$ cat src/hw/gdpin_pkg.sv
/*
 * Package for the gate driver pin control block: state encodings, carrier
 * structs and synchroniser depth.
 * Assumes a single core clock; no software-visible registers.
 */
package gdpin_pkg;

   // ----------------------------------------------------------------------
   // Constants
   // ----------------------------------------------------------------------
   localparam int unsigned SYNC_STAGES = 3;
   localparam int unsigned SYNC_MSB    = SYNC_STAGES - 1;

   // ----------------------------------------------------------------------
   // Types
   // ----------------------------------------------------------------------
   typedef enum logic [1:0] {
      GDPIN_ST_RESET = 2'b00,
      GDPIN_ST_OFF   = 2'b01,
      GDPIN_ST_ON    = 2'b10
   } gdpin_state_t;

   // Event inputs from internal monitors, same clock domain
   typedef struct packed {
      logic fail_class_a;
      logic fail_class_b;
      logic reset_event;
      logic primary_ok;
      logic sec_supply_lockout;
      logic vreg_invalid;
      logic gate_below_clamp;
   } gdpin_mon_t;

   // Gate output stage controls
   typedef struct packed {
      logic on_drive;
      logic on_oe;
      logic off_drive;
      logic off_oe;
   } gdpin_stage_t;

endpackage

$ cat src/hw/gdpin_ctrl.sv
/*
 * Pin control and fault notification logic of an isolated gate driver.
 * Assumes monitor inputs are on core_clk; pins (enable, reset, disable,
 * strap) are asynchronous and synchronised here; serial select is used unsynchronised.
 */
`timescale 1ns/1ps

// Function
// - Class A failure pulls fault A low
// - Class B or reset pulls fault B low
// - Low reset pin returns logic to default
// - Reset pin released high only when functional
// - Debug strap sampled once after power-up
// - Latched strap selects serial-free development mode
// - Disable input tristates turn-on/turn-off outputs
// - Enable evaluated as level, low turns off
// - Supply-bad pin low on lockout or invalid
// - Clamp enable high when gate below threshold and state not ON
// - Serial inputs ignored, output tristate when deselected
module gdpin_ctrl
   import gdpin_pkg::*;
(
   input  wire logic         core_clk,
   input  wire logic         rstn,
   input  wire logic         enable_in,
   input  wire logic         pwm_cmd,
   input  wire logic         output_stage_disable_in,
   input  wire logic         debug_strap_in,
   input  wire logic         reset_ready_pin_i,
   output logic              reset_ready_pin_o,
   output logic              reset_ready_pin_oe,
   output logic              fault_a_out_o,
   output logic              fault_a_out_oe,
   output logic              fault_b_out_o,
   output logic              fault_b_out_oe,
   output logic              secondary_supply_bad_out_o,
   output logic              secondary_supply_bad_out_oe,
   input  wire gdpin_mon_t   mon,
   output logic              miller_clamp_enable_out,
   output gdpin_stage_t      stage,
   output logic              debug_mode,
   input  wire logic         serial_select_low,
   input  wire logic         serial_clk_in,
   input  wire logic         serial_data_in,
   input  wire logic         serial_data_tx,
   output logic              serial_clk_gated,
   output logic              serial_data_gated,
   output logic              serial_data_out_o,
   output logic              serial_data_out_oe,
   output gdpin_state_t      state
);

   // ----------------------------------------------------------------------
   // Synchronisers
   // ----------------------------------------------------------------------
   logic [SYNC_MSB:0] en_sync_q;
   logic [SYNC_MSB:0] rst_sync_q;
   logic [SYNC_MSB:0] dis_sync_q;
   logic [SYNC_MSB:0] dbg_sync_q;
   logic              en_q;
   logic              rst_low_q;
   logic              dis_q;

   function automatic logic agree_val(input logic [SYNC_MSB:0] s, input logic prev);
      agree_val = (s[SYNC_MSB] == s[SYNC_MSB-1]) ? s[SYNC_MSB] : prev;
   endfunction

   // A lone odd sample never fills two stages at once, so one-cycle glitches
   // are dropped. The reset pin idles high, hence its chain resets to ones:
   // anything else would fake a pin reset right after power-up.
   always_ff @(posedge core_clk or negedge rstn) begin
      if (!rstn) begin
         en_sync_q  <= '0;
         rst_sync_q <= '1;
         dis_sync_q <= '0;
         dbg_sync_q <= '0;
      end else begin
         en_sync_q  <= {en_sync_q[SYNC_MSB-1:0], enable_in};
         rst_sync_q <= {rst_sync_q[SYNC_MSB-1:0], reset_ready_pin_i};
         dis_sync_q <= {dis_sync_q[SYNC_MSB-1:0], output_stage_disable_in};
         dbg_sync_q <= {dbg_sync_q[SYNC_MSB-1:0], debug_strap_in};
      end
   end

   // Change accepted only once last two stages agree
   always_ff @(posedge core_clk or negedge rstn) begin
      if (!rstn) begin
         en_q      <= 1'b0;
         rst_low_q <= 1'b0;
         dis_q     <= 1'b0;
      end else begin
         en_q      <= agree_val(en_sync_q, en_q);
         rst_low_q <= ~agree_val(rst_sync_q, ~rst_low_q);
         dis_q     <= agree_val(dis_sync_q, dis_q);
      end
   end

   // ----------------------------------------------------------------------
   // Debug strap capture
   // ----------------------------------------------------------------------
   // Taken once after power-up when the synchroniser has filled; later
   // pin changes and pin resets do not retake it.
   logic [SYNC_MSB:0] dbg_wait_q;
   logic              dbg_done_q;
   logic              debug_q;

   always_ff @(posedge core_clk or negedge rstn) begin
      if (!rstn) begin
         dbg_wait_q <= '0;
         dbg_done_q <= 1'b0;
         debug_q    <= 1'b0;
      end else if (!dbg_done_q) begin
         dbg_wait_q <= {dbg_wait_q[SYNC_MSB-1:0], 1'b1};
         if (dbg_wait_q[SYNC_MSB] && dbg_sync_q[SYNC_MSB] == dbg_sync_q[SYNC_MSB-1]) begin
            dbg_done_q <= 1'b1;
            debug_q    <= dbg_sync_q[SYNC_MSB];
         end
      end
   end

   assign debug_mode = debug_q;

   // ----------------------------------------------------------------------
   // Control state
   // ----------------------------------------------------------------------
   gdpin_state_t state_q;

   // A pin reset overrides every state; the walk resumes through OFF.
   always_ff @(posedge core_clk or negedge rstn) begin
      if (!rstn) begin
         state_q <= GDPIN_ST_RESET;
      end else if (rst_low_q) begin
         state_q <= GDPIN_ST_RESET;
      end else begin
         case (state_q)
            GDPIN_ST_RESET: state_q <= GDPIN_ST_OFF;
            GDPIN_ST_OFF:   if (en_q && pwm_cmd) state_q <= GDPIN_ST_ON;
            GDPIN_ST_ON:    if (!en_q || !pwm_cmd) state_q <= GDPIN_ST_OFF;
            default:        state_q <= GDPIN_ST_RESET;
         endcase
      end
   end

   assign state = state_q;

   // ----------------------------------------------------------------------
   // Output stage and clamp
   // ----------------------------------------------------------------------
   logic         clamp_q;
   gdpin_stage_t stage_q;

   // Enables follow the disable pin alone, so a tristate request beats any drive.
   always_ff @(posedge core_clk or negedge rstn) begin
      if (!rstn) begin
         stage_q <= '0;
      end else begin
         stage_q.on_drive  <= (state_q == GDPIN_ST_ON);
         stage_q.off_drive <= (state_q != GDPIN_ST_ON);
         stage_q.on_oe     <= ~dis_q;
         stage_q.off_oe    <= ~dis_q;
      end
   end

   // Not ON stands for turn-off; the clamp lets go as soon as turn-on starts.
   always_ff @(posedge core_clk or negedge rstn) begin
      if (!rstn) begin
         clamp_q <= 1'b0;
      end else begin
         clamp_q <= (state_q != GDPIN_ST_ON) && mon.gate_below_clamp;
      end
   end

   assign stage                   = stage_q;
   assign miller_clamp_enable_out = clamp_q;

   // ----------------------------------------------------------------------
   // Open-drain notifications
   // ----------------------------------------------------------------------
   logic flt_a_q;
   logic flt_b_q;
   logic uv_q;
   logic rdy_q;

   // Ready follows primary health only. Pulling the line during a pin reset
   // would read back as a fresh reset once released, and the device would
   // cycle through reset on its own. Rstn still holds the line low.
   always_ff @(posedge core_clk or negedge rstn) begin
      if (!rstn) begin
         flt_a_q <= 1'b0;
         flt_b_q <= 1'b1;
         uv_q    <= 1'b1;
         rdy_q   <= 1'b0;
      end else begin
         flt_a_q <= mon.fail_class_a;
         flt_b_q <= mon.fail_class_b | mon.reset_event | rst_low_q;
         uv_q    <= mon.sec_supply_lockout | mon.vreg_invalid;
         rdy_q   <= mon.primary_ok;
      end
   end

   assign fault_a_out_o               = 1'b0;
   assign fault_a_out_oe              = flt_a_q;
   assign fault_b_out_o               = 1'b0;
   assign fault_b_out_oe              = flt_b_q;
   assign secondary_supply_bad_out_o  = 1'b0;
   assign secondary_supply_bad_out_oe = uv_q;
   assign reset_ready_pin_o           = 1'b0;
   assign reset_ready_pin_oe          = ~rdy_q;

   // ----------------------------------------------------------------------
   // Serial pin gating
   // ----------------------------------------------------------------------
   // Combinational so the serial clock keeps its own edges downstream.
   // Data out is the shifter bit as is; the enable alone tristates it.
   assign serial_clk_gated   = serial_select_low ? 1'b1 : serial_clk_in;
   assign serial_data_gated  = serial_select_low ? 1'b1 : serial_data_in;
   assign serial_data_out_o  = serial_data_tx;
   assign serial_data_out_oe = ~serial_select_low;

endmodule

$ cat config.mk
export PLATFORM = sky130hd
export DESIGN_NAME = gdpin_ctrl
export DESIGN_NICKNAME = d
export VERILOG_FILES = /design/src/hw/gdpin_pkg.sv /design/src/hw/gdpin_ctrl.sv
export SDC_FILE = /design/constraint.sdc
export NUM_CORES = 1
export LEC_CHECK = 0
export BUFFER_PORTS_ARGS = -buffer_cell sky130_fd_sc_hd__buf_2
export CORE_MARGIN = 1
export CORE_UTILIZATION = 36
export CTS_CLUSTER_SIZE = 12
export DETAILED_ROUTE_END_ITERATION = 12
export MAX_ROUTING_LAYER = met4
export SKIP_LAST_GASP = 1
export SYNTH_ARGS = -nofsm -noshare
export SYNTH_HDL_FRONTEND = slang
export SYNTH_SLANG_ARGS = --single-unit
$ cat constraint.sdc
create_clock -name core_clk -period 0.8 [get_ports core_clk]
set_input_delay 0.08 -clock core_clk [delete_from_list [all_inputs] [get_ports core_clk]]
set_output_delay 0.08 -clock core_clk [all_outputs]
set_load 0.01 [all_outputs]
* Word-level counts from Yosys, hierarchy flattened *
Cells that the tools add are included.

storage, ports and cells
  ROM bits = 0
  latch bits = 0
  flip-flop bits (word level) = 30
  memories = 0
  bits of input ports = 18
  RAM bits = 0
  logic and storage cells = 55

operators by class
  $add $sub $neg = 0
  bitwise gates (word level) = 9
  multipliers = 0
  equal/unequal tests = 9
  $lt $le $gt $ge = 0
  muxes and demuxes = 9
  div/mod/pow operators = 0
  shift operators = 0
  reduce and logical (&&, ||, !) cells = 9

operators by type and width
  cell                                                              count
  2-bit 2-to-1 mux                                                  3
  3-bit inequality test (second input constant)                     2
  1-bit NOT                                                         6
  2-bit case mux with 3 select lines                                1
  1-bit 2-to-1 mux                                                  5
  1-bit == test                                                     4
  2-bit AND reduction                                               2
  1-bit logical AND                                                 3
  1-bit OR                                                          3
  2-bit by 1-bit == test with 1-bit output (second input constant)  1
  2-bit == test (second input constant)                             1
  1-bit logical NOT                                                 2
  2-bit logical NOT                                                 1
  2-bit inequality test (second input constant)                     1
  1-bit logical OR                                                  1

* Logic depth before layout (Yosys ltp) *
Gate-level depths: netlist of the first run.

  depth in word-level cells = 5
  gate-level depth with buffers = 2
  mapped depth without buffers = 2

* Worst setup path before layout of the first run *
Ideal clock, no wire load.

  path type = register -> register
  start point = register state_q[0] (netlist: state[0])
  end point = register clamp_q (netlist: miller_clamp_enable_out)
  data arrival time = 0.757 ns
  path slack = -0.076 ns
  stages on the path, launching flop included = 3
  library setup time = 0.119 ns
  cells stage by stage = dfrtp_1 nand2b_1 and2_1

on the way
  longest elaborated chain between the ends = 2

ends and longest elaborated chain
  what                    line               source
  from (decl)             gdpin_ctrl.sv:126  gdpin_state_t state_q;
  from (signal assigned)  gdpin_ctrl.sv:131  state_q <= GDPIN_ST_RESET;
  from (signal assigned)  gdpin_ctrl.sv:133  state_q <= GDPIN_ST_RESET;
  from (signal assigned)  gdpin_ctrl.sv:136  GDPIN_ST_RESET: state_q <= GDPIN_ST_OFF;
  2-bit inequality test   gdpin_ctrl.sv:169  clamp_q <= (state_q != GDPIN_ST_ON) && mon.gate_below_clamp;
  1-bit logical AND       gdpin_ctrl.sv:169
  to (signal assigned)    gdpin_ctrl.sv:169
  to (decl)               gdpin_ctrl.sv:149  logic clamp_q;

Every way passes these cells.
A chain may end at the register's enable or synchronous reset.

* Final worst setup path of the first run *
  start point = register uv_q (netlist: secondary_supply_bad_out_oe)
  end point = output port secondary_supply_bad_out_oe

RTL lines
  what                    line               source
  from (decl)             gdpin_ctrl.sv:181  logic uv_q;
  from (signal assigned)  gdpin_ctrl.sv:196  uv_q <= mon.sec_supply_lockout | mon.vreg_invalid;
  to (decl)               gdpin_ctrl.sv:37   output logic secondary_supply_bad_out_oe,

No word-level cell between the ends.

==> results of run 1 <==
==> worst register-to-register path, delay by kind of cell, from the launching register on <==
kind | cells | cell delay, ns
buffers and inverters | 1 | 0.13
flip-flops | 1 | 0.42
AND/OR/NAND/NOR | 2 | 0.27
==> final cells by class <==
cell class	instances	area (um^2)
fill	205	1040
timing repair buffer	49	383
clock buffer	7	55.1
sequential	30	761
inverter	5	18.8
clock inverter	1	30.0
multi-input combinational	30	240
tap	30	37.5
==> state kept, by name, indices dropped and copies added (netlist names), named ones only <==
name / count
rst_sync_q: 3
secondary_supply_bad_out_oe: 1
en_sync_q: 3
dis_sync_q: 3
en_q: 1
stage: 3
dis_q: 1
dbg_wait_q: 3
debug_mode: 1
dbg_done_q: 1
miller_clamp_enable_out: 1
dbg_sync_q: 3
fault_a_out_oe: 1
rdy_q: 1
fault_b_out_oe: 1
state: 2
==> timing repair <==
action,in CTS,in global routing
endpoints found under the hold margin,40,1
endpoints found under the setup margin,24,25
setup buffers,3,0
pin swaps,5,1
resized for setup,14,4
==> through the flow <==
step,instance area (um^2),setup WS [ns]
after floorplan,1040,-0.0377
after global placement,1230,-0.0307
after detailed placement,1230,-0.0618
after CTS,1500,-0.250
after global routing,1530,-0.286
final,1530,-0.233
==> power groups by stage <==
stage	logic [W]	clock network, W	registers, W
6_report	0.000384	0.00122	0.00166
3_5_place_dp	0.000261	0	0.00169
5_1_grt	0.000426	0.00135	0.00168
4_1_cts	0.000366	0.00128	0.00166
3_3_place_gp	0.000255	0	0.00169
2_1_floorplan	0.000122	0	0.00170
==> cells in the final DEF (no fill, tap or decap), types with 2 or more instances in the layout <==
master,netlist,layout
buf_4,6,2
nand2_1,3,3
buf_2,0,25
dfrtp_1,25,22
mux2_4,0,2
or2_1,3,3
dfrtp_2,0,3
maj3_2,1,2
dlygate4sd3_1,0,11
conb_1,1,4
buf_6,0,10
inv_1,5,4
clkbuf_4,0,5
xnor2_1,2,2
dfstp_2,5,5
==> layer usage <==
| layer | share of wire, % | track usage, % | up-vias |
|---|---|---|---|
| met1 | 40 | 14.6 | 305 |
| met4 | 2.2 | 7.50 | 0 |
| met3 | 7.8 | 5.74 | 5 |
| met2 | 50 | 23.9 | 39 |
| li1 | - | - | 312 |
| met5 | 0 | - | - |
==> kinds of logic (layout without fill, tap and decap cells) <==
logic type / count (synthesis) / after routing / share of synthesized area (%)
other cells: 1 / 4 / 0.369
fa+ha+maj: 2 / 2 / 2.09
buf+inv: 11 / 62 / 6.28
compound gates: 6 / 6 / 4.43
xor+xnor: 2 / 2 / 1.72
flops: 30 / 30 / 74.5
simple gates: 14 / 14 / 8.38
mux: 2 / 2 / 2.22
==> worst max path at each step <==
stage                     cells past startpoint  slack (ns)                        start                           to
after floorplan                               1       -0.04                   dbg_done_q                dbg_wait_q[1]
after global placement                        1       -0.03                   dbg_done_q                dbg_wait_q[2]
after detailed placement                      1       -0.06                   dbg_done_q                dbg_wait_q[2]
after CTS                                     1       -0.25  secondary_supply_bad_out_oe  secondary_supply_bad_out_oe
after global routing                          1       -0.29  secondary_supply_bad_out_oe  secondary_supply_bad_out_oe
final                                         1       -0.23  secondary_supply_bad_out_oe  secondary_supply_bad_out_oe
==> flow_metrics.tcl, run 1 <==
set metrics [dict create \
    grt_util_all_layers_pct 14.4 \
    finalSetupTns_ns -2.46 \
    synth.area.top_cells "dfrtp_1 62%, dfstp_2 13%, buf_4 4.4%, mux2_1 2.2%, inv_1 1.8%" \
    grt_overflow_total 0 \
    fin_crit_sh_pct 129 \
    gp_congestion 0.617 \
    clkPwrFrac_pct 37.4 \
    violations "negative hold slack, negative setup slack" \
    power_switching_w 0.000681 \
    core_um2 2570 \
    yosys_register_bits 30 \
    ir_drop_uv 1600 \
    start_util_pct 39.6 \
    die_h_um 55.1 \
    cp.arrival_ns 0.95 \
    grt_pass1_vias 689 \
    yosysMostFrequentCell "dfrtp_1" \
    p_int_w 0.00259 \
    antenna_found_initial 0 \
    crit_fanout 1 \
    num_io_pins 38 \
    hp-class "in2reg" \
    crit_buf_inv 1 \
    fin_hold_ws_ns -0.0466 \
    cts_buffers 5 \
    area_growth_pct 50.1 \
    rr_worst_depth 3 \
    start_kind "register" \
    layout-drive-gt1-share_pct 52.5 \
    slowest_stage "dfstp_2" \
    ys_seq_area_share_pct 74.5 \
    drtPass1Iterations 4 \
    cts_tree "yes" \
    ys.flop_type "dfrtp_1" \
    critical_path.cell_chain "buf_6" \
    yosys_warnings 0 \
    seq_power_share_pct 50.8 \
    yosysTopAreaCell "dfrtp_1" \
    clock-sinks 30 \
    cp.required_ns 0.72 \
    drt_iter0_markers 6 \
    viasPerCell 4.35 \
    min_delay_path_depth 2 \
    wl_mm 1.72 \
    syn-cell-area_um2 1020 \
    synth-async-reset-ratio_pct 100 \
    synth_common_cells "25 x dfrtp_1, 6 x buf_4, 5 x dfstp_2, 5 x inv_1" \
    timing.final.crit_period_ns 1.03 \
    cpLargestDelayFamily "flip-flops" \
    reg2reg_from "state[0]" \
    r2r_end "miller_clamp_enable_out" \
    hold_end "fault_b_out_oe" \
    clk_path_buf_depth 2 \
    rrSetupSlack_ns -0.13 \
    slowest_delay_ns 0.54 \
    grt_max_degree 20 \
    layout_setup_ws_ns -0.233 \
    grt_first_pass_wirelength_mm 2.75 \
    dp_hpwl_mm 1.02 \
    fin_worst_skew_ns 0.0130 \
    cts-root-buf "clkbuf_4" \
    maxCapViolations 0 \
    synthCells 68 \
    hp-start "mon[4]" \
    htreeDepth 2 \
    rsz0062_at_grt "true" \
    die_w_um 55.1 \
    leakage_nw 0.719 \
    powerDensity_nw_per_um2 2140 \
    avgSynthCellArea_um2 14.9 \
    ant_nets 0 \
    setup_viol 24 \
    status "finished with violations" \
    final_cells 152 \
    routedWlPerCell_um 11.3 \
    switching_share_pct 20.8 \
    clk_latency_ns 0.32 \
    crit_type "reg2out" \
    path_clk_slew_ns 0.09 \
    placed_cells 130 \
    achievable-frequency_mhz 968 \
    synth_top_area_share_pct 61.6 \
    io_buffers 31 \
    synth_cell_types 24 \
    power_frac_comb_pct 11.8 \
    critPathCaptureType "output pin" \
    cts_hold_buf 11 \
    hold_viol 1 \
    synth_edf_count 0 \
    layout.nets 139 \
    finalPower_w 0.00327 \
    drc 0 \
    vias 661 \
    fp.dieArea_um2 3040 \
    n_antenna_cell 0 \
    rows 18 \
    maxSlewViolCount 0 \
    fin_util_pct 59.4 \
]
Power figures use the tool's default switching activity.
==> inputs of run 2 (changes only) <==
--- a/config.mk
+++ b/config.mk
@@ -7,10 +7,11 @@
 export LEC_CHECK = 0
 export BUFFER_PORTS_ARGS = -buffer_cell sky130_fd_sc_hd__buf_2
 export CORE_MARGIN = 1
-export CORE_UTILIZATION = 36
+export CORE_UTILIZATION = 42
 export CTS_CLUSTER_SIZE = 12
 export DETAILED_ROUTE_END_ITERATION = 12
 export MAX_ROUTING_LAYER = met4
+export PLACE_DENSITY = 0.73
 export SKIP_LAST_GASP = 1
 export SYNTH_ARGS = -nofsm -noshare
 export SYNTH_HDL_FRONTEND = slang
==> run 2 against run 1 <==
The flow still finishes with violations (negative hold slack, negative setup slack); setup slack gained 0.0079 ns; sequential share of layout area rose by 0.58 points; flip-flop and latch count unchanged; clock-buffer cell count rose by 1; total power decreased by 4.1%; largest power group unchanged; non-clock buffer count grew 2; cell area is 1.1% lower; critical path type unchanged; worst hold slack improved by 0.0017 ns; via count up 1.7%.
==> flow_metrics.tcl, run 2 (synthesis results as in run 1) <==
set metrics [dict create \
    achievable-frequency_mhz 975 \
    grt_first_pass_wirelength_mm 2.79 \
    grt_overflow_total 0 \
    layout.nets 141 \
    die_w_um 51.2 \
    cts_buffers 5 \
    timing.final.crit_period_ns 1.03 \
    maxCapViolations 0 \
    slowest_stage "dfstp_2" \
    area_growth_pct 48.4 \
    drt_iter0_markers 3 \
    fin_worst_skew_ns 0.00882 \
    start_kind "register" \
    die_h_um 51.2 \
    setup_viol 23 \
    placed_cells 129 \
    hp-class "in2reg" \
    dp_hpwl_mm 1.06 \
    cpLargestDelayFamily "flip-flops" \
    clk_path_buf_depth 2 \
    layout_common_cells "27 x buf_2, 22 x dfrtp_1, 11 x dlygate4sd3_1" \
    io_buffers 31 \
    critical_path.cell_chain "buf_6" \
    rows 17 \
    core_um2 2250 \
    layout_setup_ws_ns -0.226 \
    wl_mm 1.64 \
    finalPower_w 0.00313 \
    grt_pass1_vias 706 \
    viasPerCell 4.42 \
    cp.required_ns 0.72 \
    grt_util_all_layers_pct 16.3 \
    final_cells 152 \
    grt_max_degree 16 \
    critPathCaptureType "output pin" \
    fp.dieArea_um2 2620 \
    maxSlewViolCount 0 \
    num_io_pins 38 \
    cp.arrival_ns 0.95 \
    drc 0 \
    gp_congestion 0.660 \
    vias 672 \
    path_clk_slew_ns 0.09 \
    layout-drive-gt1-share_pct 54.8 \
    drtPass1Iterations 2 \
    slowest_delay_ns 0.54 \
    fin_crit_sh_pct 128 \
    n_fill_cell 182 \
    rsz0062_at_grt "true" \
    clock-sinks 30 \
    cts_tree "yes" \
    leakage_nw 0.724 \
    ir_drop_uv 1370 \
    cts_hold_buf 11 \
    crit_fanout 1 \
    crit_type "reg2out" \
    dp_slack_ns -0.0801 \
    n_antenna_cell 0 \
    fin_area_um2 1510 \
    final_common_cell "buf_2" \
    start_util_pct 45.1 \
    routedWlPerCell_um 10.8 \
    hold_viol 1 \
    placed_area_um2 1220 \
    cts-root-buf "clkbuf_4" \
    ant_nets 0 \
    crit_buf_inv 1 \
    htreeDepth 2 \
    powerDensity_nw_per_um2 2080 \
    clk_latency_ns 0.32 \
    antenna_found_initial 0 \
    violations "negative hold slack, negative setup slack" \
    fin_hold_ws_ns -0.0448 \
    status "finished with violations" \
]
## run 2: timing repair
| action | 4_1_cts | 5_1_grt |
|---|---|---|
| pin swaps | 4 | 1 |
| hold endpoints to repair | 40 | 1 |
| setup endpoints to repair | 25 | 25 |
| gates resized for setup | 15 | 1 |
| buffers inserted | 4 | 0 |
## run 2: where the power goes
group	switching, W	internal, W
Sequential	0.0000492	0.00161
Clock	0.000495	0.000600
Combinational	0.000153	0.000225
Total	0.000697	0.00244
## run 2: through the flow
stage	util (%)	setup TNS (ns)	hold slack, ns
2_1_floorplan	-	-0.141	-0.216
3_3_place_gp	54.2	-0.158	-0.0732
3_5_place_dp	54.2	-0.375	-0.0681
4_1_cts	66.8	-2.76	-0.0615
5_1_grt	66.9	-3.44	-0.0633
6_report	66.9	-2.47	-0.0448
## run 2: layout make-up
type                    count  area, um^2  share of cell area (%)
multi-input cells          30         241                    16.0
repair buffers             51         373                    24.7
clock buffers               8        78.8                    5.23
well taps                  28        35.0                    2.32
inverters                   5        18.8                    1.24
flip-flops and latches     30         761                    50.5
## run 2: path summary, 6_finish.rpt
check                                            start                           to  slack [ns]  cells past startpoint
max                        secondary_supply_bad_out_oe  secondary_supply_bad_out_oe       -0.23                      1
min                                             mon[5]               fault_b_out_oe       -0.04                      2
max reg2reg                                   state[0]                     state[0]       -0.14                      3
min reg2reg                              dbg_sync_q[0]                dbg_sync_q[1]        0.36                      0
max in group asynchronous                         rstn                     state[0]        0.21                      3
min in group asynchronous                         rstn                        dis_q        0.14                      2
## run 2: layer usage
metal | global-route usage (%) | routed length, um | up-vias
met3 | 7.44 | 111 | 5
met4 | 11.1 | 42 | 0
met1 | 16.2 | 646 | 315
li1 | - | - | 319
met5 | - | 0 | -
met2 | 25.4 | 838 | 33
